$ cat src/rtl/vstac_defines.svh
`ifndef VSTAC_DEFINES_SVH
`define VSTAC_DEFINES_SVH
`define VSTAC_CLK_HZ 10000000
`define VSTAC_STEP_UV 5000
`define VSTAC_FAST_UV_PER_US 10000
`define VSTAC_SLOW_UV_PER_US 2500
`define VSTAC_NTC_HZ 36000
`define VSTAC_DIODE_NS 40
`define VSTAC_CLK_NS 100
`define VSTAC_IDX_STATUS1 8'h10
`define VSTAC_IDX_ZONE 8'h12
`define VSTAC_ADDR_STATUS1 8'h40
`define VSTAC_ADDR_ZONE 8'h48
`define VSTAC_ADDR_TARGET0 8'h80
`define VSTAC_ADDR_TARGET1 8'h84
`define VSTAC_ADDR_CTRL 8'h88
`define VSTAC_ADDR_ZERO_TH 8'h8c
`define VSTAC_ST1_THERM_BIT 1
`define VSTAC_ST1_SETTLE_BIT 0
`define VSTAC_ZONE_ALERT_BIT 6
`define VSTAC_ZONE_HOT_BIT 7
`define VSTAC_ZONE_CLR_BIT 5
`define VSTAC_ZONE_RESET 8'h00
`define VSTAC_TH_RESET 6'h20
`define VSTAC_TH_MAX 6'h3f
`endif

$ cat src/rtl/vstac_pkg.sv
package vstac_pkg;
    typedef enum logic [1:0] {vstac_cmd_none, vstac_cmd_fast, vstac_cmd_slow, vstac_cmd_decay} vstac_cmd_t;
    typedef enum logic [1:0] {vstac_idle, vstac_ramp, vstac_decay} vstac_mode_t;
    typedef struct packed {
        logic valid;
        vstac_cmd_t kind;
        logic [7:0] code;
    } vstac_req_t;
    typedef struct packed {
        logic [7:0] address;
        logic read;
        logic write;
        logic [31:0] writedata;
    } vstac_bus_t;
    typedef struct packed {
        vstac_mode_t mode;
        vstac_cmd_t kind;
        logic [7:0] target;
        logic [7:0] level;
        logic [11:0] tick;
    } vstac_rail_t;
endpackage

$ cat src/rtl/vstac_ctrl.sv
`timescale 1ns/1ns
`include "vstac_defines.svh"
module vstac_ctrl #(
    parameter int ADC_W = 8,
    parameter logic [ADC_W-1:0] ADC_TOP = 8'hd6,
    parameter logic [ADC_W-1:0] ADC_STEP = 8'h0a
) (
    input wire logic sys_clk,
    input wire logic rstn,
    input wire vstac_pkg::vstac_bus_t avs_req,
    output logic [31:0] avs_readdata,
    output logic avs_waitrequest,
    input wire vstac_pkg::vstac_req_t cmd_primary,
    input wire vstac_pkg::vstac_req_t cmd_graphics,
    output logic [7:0] target_voltage_code_primary,
    output logic [7:0] target_voltage_code_graphics,
    output logic continuous_conduction_primary,
    output logic continuous_conduction_graphics,
    output logic diode_emulation_primary,
    output logic diode_emulation_graphics,
    output logic alert_n_o,
    output logic alert_n_oe,
    output logic thermal_throttle_n,
    output logic bias_primary_sel,
    output logic bias_graphics_sel,
    input wire logic adc_valid,
    input wire logic [ADC_W-1:0] adc_data,
    input wire logic multi_phase,
    output logic aux_switch_close,
    output logic aux_track_drive,
    input wire logic discontinuous_conduction,
    input wire logic low_side_on_req,
    input wire logic zero_cross_pin,
    input wire logic body_diode_pin,
    output logic low_side_gate,
    output logic [5:0] zero_threshold
);
    localparam int FAST_TICKS = (`VSTAC_CLK_HZ / 1000000) * `VSTAC_STEP_UV / `VSTAC_FAST_UV_PER_US;
    localparam int SLOW_TICKS = (`VSTAC_CLK_HZ / 1000000) * `VSTAC_STEP_UV / `VSTAC_SLOW_UV_PER_US;
    localparam int HALF_NTC = `VSTAC_CLK_HZ / (2 * `VSTAC_NTC_HZ);
    localparam int DIODE_CYC = (`VSTAC_DIODE_NS + `VSTAC_CLK_NS - 1) / `VSTAC_CLK_NS;

    typedef struct packed {
        vstac_pkg::vstac_rail_t [1:0] rail;
        logic [7:0] zone_p;
        logic [7:0] zone_g;
        logic [7:0] status1;
        logic alert;
        logic hot;
        logic [7:0] ntc_cnt;
        logic ntc_side;
        logic adc_side;
        logic [1:0] zc_sync;
        logic [1:0] bd_sync;
        logic ls_gate;
        logic ls_was;
        logic [3:0] bd_cnt;
        logic bd_watch;
        logic [5:0] thresh;
        logic [31:0] rdata;
        logic rdone;
        logic adapt_en;
    } vstac_state_t;

    vstac_state_t s_q, s_d;

    // Thermometer code: one more bit per ADC step below the top reading
    function automatic logic [7:0] zone_of(input logic [ADC_W-1:0] v);
        logic [7:0] z;
        z = 8'h00;
        for (int i = 0; i < 8; i++) begin
            if (int'(v) <= int'(ADC_TOP) - i * int'(ADC_STEP)) begin
                z[i] = 1'b1;
            end
        end
        return z;
    endfunction

    function automatic vstac_pkg::vstac_rail_t rail_step(input vstac_pkg::vstac_rail_t r,
                                                         input vstac_pkg::vstac_req_t c,
                                                         output logic done_alert);
        vstac_pkg::vstac_rail_t n;
        n = r;
        done_alert = 1'b0;
        if (c.valid && c.kind != vstac_pkg::vstac_cmd_none) begin
            n.kind = c.kind;
            n.target = c.code;
            n.tick = 12'h000;
            if (c.kind == vstac_pkg::vstac_cmd_decay) begin
                n.mode = vstac_pkg::vstac_decay;
            end else begin
                // Reversal out of a pending decay is immediate
                if (r.mode == vstac_pkg::vstac_decay && c.code > r.level) begin
                    done_alert = 1'b1;
                end
                n.mode = vstac_pkg::vstac_ramp;
            end
        end else if (r.mode != vstac_pkg::vstac_idle) begin
            if (r.level == r.target) begin
                if (r.mode == vstac_pkg::vstac_ramp) begin
                    done_alert = 1'b1;
                end
                n.mode = vstac_pkg::vstac_idle;
            end else if ((r.kind == vstac_pkg::vstac_cmd_slow && int'(r.tick) >= SLOW_TICKS - 1) ||
                         (r.kind != vstac_pkg::vstac_cmd_slow && int'(r.tick) >= FAST_TICKS - 1)) begin
                // Decay descent also uses the fast tick as its limit
                n.tick = 12'h000;
                n.level = (r.level < r.target) ? r.level + 8'h01 : r.level - 8'h01;
            end else begin
                n.tick = r.tick + 12'h001;
            end
        end
        return n;
    endfunction

    logic [1:0] rail_alert;
    logic [7:0] new_zone;
    logic [7:0] old_zone;

    always_comb begin
        s_d = s_q;
        rail_alert = 2'b00;
        new_zone = 8'h00;
        old_zone = 8'h00;
        s_d.rail[0] = rail_step(s_q.rail[0], cmd_primary, rail_alert[0]);
        s_d.rail[1] = rail_step(s_q.rail[1], cmd_graphics, rail_alert[1]);

        // Bias alternation divider
        if (int'(s_q.ntc_cnt) >= HALF_NTC - 1) begin
            s_d.ntc_cnt = 8'h00;
            s_d.ntc_side = ~s_q.ntc_side;
        end else begin
            s_d.ntc_cnt = s_q.ntc_cnt + 8'h01;
        end

        // A sample arrives one cycle after launch; credit it to the pin biased then
        s_d.adc_side = s_q.ntc_side;
        if (adc_valid) begin
            new_zone = zone_of(adc_data);
            old_zone = s_q.adc_side ? s_q.zone_g : s_q.zone_p;
            if (s_q.adc_side) begin
                s_d.zone_g = new_zone;
            end else begin
                s_d.zone_p = new_zone;
            end
        end

        // Bus: read data is prepared in the first cycle, the transfer is taken in the second
        s_d.rdone = 1'b0;
        if ((avs_req.read || avs_req.write) && !s_q.rdone) begin
            s_d.rdone = 1'b1;
            s_d.rdata = 32'h0000_0000;
            case (avs_req.address)
                `VSTAC_ADDR_STATUS1: begin
                    s_d.rdata = {24'h000000, s_q.status1};
                end
                `VSTAC_ADDR_ZONE: begin
                    s_d.rdata = {24'h000000, s_q.zone_p | s_q.zone_g};
                end
                `VSTAC_ADDR_TARGET0: begin
                    s_d.rdata = {24'h000000, s_q.rail[0].level};
                end
                `VSTAC_ADDR_TARGET1: begin
                    s_d.rdata = {24'h000000, s_q.rail[1].level};
                end
                `VSTAC_ADDR_CTRL: begin
                    s_d.rdata = {31'h0, s_q.adapt_en};
                end
                `VSTAC_ADDR_ZERO_TH: begin
                    s_d.rdata = {26'h0, s_q.thresh};
                end
                default: begin
                    s_d.rdata = 32'h0000_0000;
                end
            endcase
        end
        // Side effects land only at the edge where waitrequest is low
        if (avs_req.write && s_q.rdone && avs_req.address == `VSTAC_ADDR_CTRL) begin
            s_d.adapt_en = avs_req.writedata[0];
        end
        if (avs_req.read && s_q.rdone && avs_req.address == `VSTAC_ADDR_STATUS1) begin
            s_d.alert = 1'b0;
            // Only a settle flag that was reported is cleared
            if (s_q.rdata[`VSTAC_ST1_SETTLE_BIT]) begin
                s_d.status1[`VSTAC_ST1_SETTLE_BIT] = 1'b0;
            end
        end

        // Thermal edges; setting the alert wins over a clearing read
        if (adc_valid) begin
            if (!old_zone[`VSTAC_ZONE_ALERT_BIT] && new_zone[`VSTAC_ZONE_ALERT_BIT]) begin
                s_d.status1[`VSTAC_ST1_THERM_BIT] = 1'b1;
                s_d.alert = 1'b1;
            end
            if (old_zone[`VSTAC_ZONE_CLR_BIT] && !new_zone[`VSTAC_ZONE_CLR_BIT]) begin
                s_d.status1[`VSTAC_ST1_THERM_BIT] = 1'b0;
                s_d.alert = 1'b1;
            end
            if (!old_zone[`VSTAC_ZONE_HOT_BIT] && new_zone[`VSTAC_ZONE_HOT_BIT]) begin
                s_d.hot = 1'b1;
            end else if (old_zone[`VSTAC_ZONE_ALERT_BIT] && !new_zone[`VSTAC_ZONE_ALERT_BIT]) begin
                s_d.hot = 1'b0;
            end
        end
        // Sets come after the clearing read, so a set in the same cycle wins
        if (rail_alert != 2'b00) begin
            s_d.status1[`VSTAC_ST1_SETTLE_BIT] = 1'b1;
            s_d.alert = 1'b1;
        end

        // Zero-cross turn-off and adaptive threshold
        s_d.zc_sync = {s_q.zc_sync[0], zero_cross_pin};
        s_d.bd_sync = {s_q.bd_sync[0], body_diode_pin};
        s_d.ls_was = s_q.ls_gate;
        if (!discontinuous_conduction) begin
            s_d.ls_gate = low_side_on_req;
        end else if (s_q.zc_sync[1]) begin
            s_d.ls_gate = 1'b0;
        end else begin
            s_d.ls_gate = low_side_on_req;
        end
        if (s_q.ls_was && !s_q.ls_gate && discontinuous_conduction) begin
            s_d.bd_watch = 1'b1;
            s_d.bd_cnt = 4'h0;
        end else if (s_q.bd_watch) begin
            if (s_q.bd_sync[1] && s_q.bd_cnt != 4'hf) begin
                s_d.bd_cnt = s_q.bd_cnt + 4'h1;
            end else begin
                s_d.bd_watch = 1'b0;
                if (s_q.adapt_en) begin
                    // Longer conduction: switch off earlier by raising threshold
                    if (int'(s_q.bd_cnt) > DIODE_CYC && s_q.thresh != `VSTAC_TH_MAX) begin
                        s_d.thresh = s_q.thresh + 6'h01;
                    end else if (int'(s_q.bd_cnt) < DIODE_CYC && s_q.thresh != 6'h00) begin
                        s_d.thresh = s_q.thresh - 6'h01;
                    end
                end
            end
        end
    end

    always_ff @(posedge sys_clk or negedge rstn) begin
        if (!rstn) begin
            s_q <= '0;
            s_q.thresh <= `VSTAC_TH_RESET;
            s_q.zone_p <= `VSTAC_ZONE_RESET;
            s_q.zone_g <= `VSTAC_ZONE_RESET;
            s_q.adapt_en <= 1'b1;
        end else begin
            s_q <= s_d;
        end
    end

    assign avs_waitrequest = (avs_req.read || avs_req.write) && !s_q.rdone;
    assign avs_readdata = s_q.rdata;
    assign target_voltage_code_primary = s_q.rail[0].level;
    assign target_voltage_code_graphics = s_q.rail[1].level;
    assign continuous_conduction_primary = s_q.rail[0].mode != vstac_pkg::vstac_decay;
    assign continuous_conduction_graphics = s_q.rail[1].mode != vstac_pkg::vstac_decay;
    assign diode_emulation_primary = s_q.rail[0].mode == vstac_pkg::vstac_decay;
    assign diode_emulation_graphics = s_q.rail[1].mode == vstac_pkg::vstac_decay;
    assign alert_n_o = 1'b0;
    assign alert_n_oe = s_q.alert;
    assign thermal_throttle_n = ~s_q.hot;
    assign bias_primary_sel = ~s_q.ntc_side;
    assign bias_graphics_sel = s_q.ntc_side;
    assign aux_switch_close = multi_phase;
    assign aux_track_drive = ~multi_phase;
    assign low_side_gate = s_q.ls_gate;
    assign zero_threshold = s_q.thresh;
endmodule

$ cat config.mk
export PLATFORM = sky130hd
export DESIGN_NAME = vstac_ctrl
export DESIGN_NICKNAME = d
export VERILOG_FILES = /design/src/rtl/vstac_pkg.sv /design/src/rtl/vstac_ctrl.sv
export VERILOG_INCLUDE_DIRS = /design/src /design/src/rtl
export SDC_FILE = /design/constraint.sdc
export NUM_CORES = 1
export LEC_CHECK = 0
export ABC_AREA = 1
export BUFFER_PORTS_ARGS = -buffer_cell sky130_fd_sc_hd__buf_2
export CORE_MARGIN = 1
export CORE_UTILIZATION = 57
export CTS_CLUSTER_DIAMETER = 80
export DETAILED_ROUTE_END_ITERATION = 7
export GPL_ROUTABILITY_DRIVEN = 0
export PLACE_DENSITY = 0.82
export SYNTH_ARGS = -nofsm -noshare
export SYNTH_HDL_FRONTEND = slang
export SYNTH_SLANG_ARGS = --single-unit
export TNS_END_PERCENT = 1
$ cat constraint.sdc
create_clock -name sys_clk -period 3.6 [get_ports sys_clk]
set_clock_uncertainty 0.2 [all_clocks]
set_input_delay 0.72 -clock sys_clk [delete_from_list [all_inputs] [get_ports sys_clk]]
set_output_delay 0.72 -clock sys_clk [all_outputs]
set_load 0.005 [all_outputs]
==> summary.txt <==
Placement
  – IO buf count: 90
  – Placed cell area: roughly 0.008 sq mm
  – Pre-CTS setup slack: 0.7602 ns
  – HPWL after detailed placement: 12.33 mm

Finish
  – Multi-input gate area: between 0.003 and 0.004 sq mm
  – Final core occ: 0.6518
  – Area Growth Syn to Fin: 11.71%
  – Fill cells: between 1,000 and 1,500
  – Reg area: between 0.003 and 0.004 sq mm
  – Final Instance Area: 0.008632 sq mm
  – Fin nets: 1,198
  – Layout cells sized above 1: 0.1523
  – Antenna diode count: 0

GRT
  – Largest net degree at the start of global routing: 53
  – GRT Overall Usage: 0.2566
  – First-pass GRT wire length: ~29 mm
  – Vias in the first global route: 6,257
  – Total grt overflow: 0
  – Antenna violations before repair: 0

Critical path
  – Worst EP arrival: ~3 ns
  – Reg2reg setup slack: 0.75 ns
  – Worst path required time: 3.71 ns
  – Crit Reg-Reg Startpoint: target_voltage_code_primary[1]$_DFFE_PN0P_
  – Worst Setup End Kind: register
  – Worst-path fanout max: 8
  – Crit Path Class: register to register
  – CP Launch Type: register
  – Reg2Reg Depth: 13
  – Worst r2r dst: target_voltage_code_primary[5]$_DFFE_PN0P_

Clock tree
  – Clk root buf: clkbuf_16
  – Clk slew on worst S/H paths: 0.06 ns
  – Post-CTS setup repair buffer count: 0
  – Number of hold buffers added after cts: 0
  – CTS tree: done
  – Sink Count: 121
  – CTS buffer count: 17
  – Skew-Pair Late Insertion Delay: 0.43 ns
  – Clk buf depth: 2
  – Post_cts resized: 0
  – Htree depth: 4

Detailed routing
  – WL/cell: between 10 and 15 um
  – Antenna-violating nets left: 0
  – DRT Pass-1 Iters: 5
  – Residual DRC count: 0
  – Routed vias: around 6,400
  – Total routed wirelength: ~17 mm
  – Initial drt markers: around 370
  – Vias per inst: 5.148

Yosys
  – Sequential area share after synthesis: 0.3922
  – Main synth FF type: dfrtp_1
  – Post-Syn Instances: 989
  – Synth Area per Inst: 7.813 sq um
  – Yosys Warn Count: 0
  – Yosys top cell area share: 0.3854
  – Synthesized area: 0.007727 sq mm
  – Largest cells by area after synthesis: dfrtp_1 39%, nand2_1 12%, ha_1 9.4%
  – Most frequent cell after synthesis: nand2_1
  – Asr flop ratio synth: 1.000
  – Flops & latches, synth: 121
  – Dominant cell type by area after synthesis: dfrtp_1
  – Post-synth top cells: 239 x nand2_1, 130 x inv_1, 119 x dfrtp_1
  – Post-synth EDFFs: 0
  – Yosys cell types: 44

Die
  – Die ar.: 0.01403 sq mm
  – Die Y-Extent: 118.4 um
  – Core ar.: between 0.01 and 0.015 sq mm
  – IO Pins: roughly 150
  – Starting Density: 0.5835
  – # rows: 42
  – Die span in x: 118.4 um

Pwr
  – Leakage: 4.620 nW
  – Power density over the cells: 729.8 mW/mm^2
  – Max VDD drop: 372.3 uV

STA
  – Worst-Margin Slew: 0.5513 ns
  – Min setup slack post-route: 0.7530 ns
  – Max-slew headroom: 0.6325
  – Crit path time final: 2.847 ns
  – Setup TNS: 0 ns
  – Worst slack on hold paths: ~0.075 ns
  – Slew Viols, Final: 0
  – RSZ-0062 raised after global routing: no
  – Final setup fails: 0
  – Final hold viol count: 0
  – Final period util: 0.7908
  – Peak Freq: 0.3512 GHz

Flow run
  – Max Cap Viol: 0

Hold path
  – Worst Hold Class: primary input to asynchronous set/reset pin

Run status
  – Status: complete, no violations
## where the power goes
| group | leakage (nW) | internal, mW | switching [mW] |
|---|---|---|---|
| sequential | 1.52 | 1.58 | 0.304 |
| clock | 0.298 | 1.19 | 0.599 |
| combinational | 2.80 | 1.05 | 1.58 |
## cell families after synthesis
family | count (synthesis) | synth area share
and+or+nand+nor | 438 | 0.2495
buffers and inverters | 202 | 0.1310
AOI/OAI and AO/OA | 149 | 0.1059
DFF | 121 | 0.3922
adders and majority gates | 61 | 0.1017
xor gates and xnor gates | 17 | 0.01927
other | 1 | 0.0004853
## state kept, by name, indices dropped and copies added (netlist names)
signal	flops
bias_graphics_sel	1
low_side_gate	1
avs_readdata	8
target_voltage_code_graphics	8
zero_threshold	6
target_voltage_code_primary	8
s_d	2
s_q	86
alert_n_oe	1
## stage by stage
stage               instances  total power [mW]
global route             1246             6.847
floorplan                1013             3.977
CTS                      1246             6.308
finish                   1246             6.300
global placement         1214             4.385
detailed placement       1214             4.479
## worst max-delay path: stages (launching register included)
cell and delay [ns]:
dfrtp_1 0.49, ha_1 0.36, nand2_1 0.07, nand2_1 0.04, nand2_1 0.05, nand2_1 0.05, nand2_1 0.09, nand2_1 0.21
ha_1 0.43, a21oi_1 0.16, nand2_1 0.12, a21oi_1 0.19, xor2_1 0.20, a21oi_2 0.07
## final cells by class
class | instances | share of cell area
repair buffers | 92 | 0.05566
well taps | 176 | 0.02551
clock buffers | 24 | 0.05465
inverters | 135 | 0.05928
clock inverters | 8 | 0.01652
flip-flops and latches | 121 | 0.3511
multi-input cells | 690 | 0.4373
## how the worst max path moves through the flow
stage          slack, ns  depth (start not counted)                                          to                                        from
6_report            0.75                         13  target_voltage_code_primary[5]$_DFFE_PN0P_  target_voltage_code_primary[1]$_DFFE_PN0P_
5_1_grt             0.47                         13  target_voltage_code_primary[5]$_DFFE_PN0P_  target_voltage_code_primary[1]$_DFFE_PN0P_
4_1_cts             0.75                         13  target_voltage_code_primary[5]$_DFFE_PN0P_  target_voltage_code_primary[1]$_DFFE_PN0P_
2_1_floorplan       1.10                         13  target_voltage_code_primary[5]$_DFFE_PN0P_  target_voltage_code_primary[1]$_DFFE_PN0P_
3_3_place_gp        0.79                         13  target_voltage_code_primary[5]$_DFFE_PN0P_  target_voltage_code_primary[1]$_DFFE_PN0P_
3_5_place_dp        0.76                         13  target_voltage_code_primary[5]$_DFFE_PN0P_  target_voltage_code_primary[1]$_DFFE_PN0P_
## per-layer routing
metal | share of wire | global-route usage
met1 | 0.44 | 0.3254
met4 | 0.024 | 0.1131
met3 | 0.048 | 0.04875
met5 | 0 | 0
met2 | 0.49 | 0.4276
## cells in the final DEF (no fill, tap or decap), types with 25 or more instances in the layout
master,count
inv_1,130
buf_2,89
conb_1,25
ha_1,58
nand2_1,239
a21oi_1,38
nor2_1,87
o21ai_0,58
o21ai_1,27
nand3_1,58
dfrtp_1,119
No activity file was read; power rests on OpenSTA's default activity.
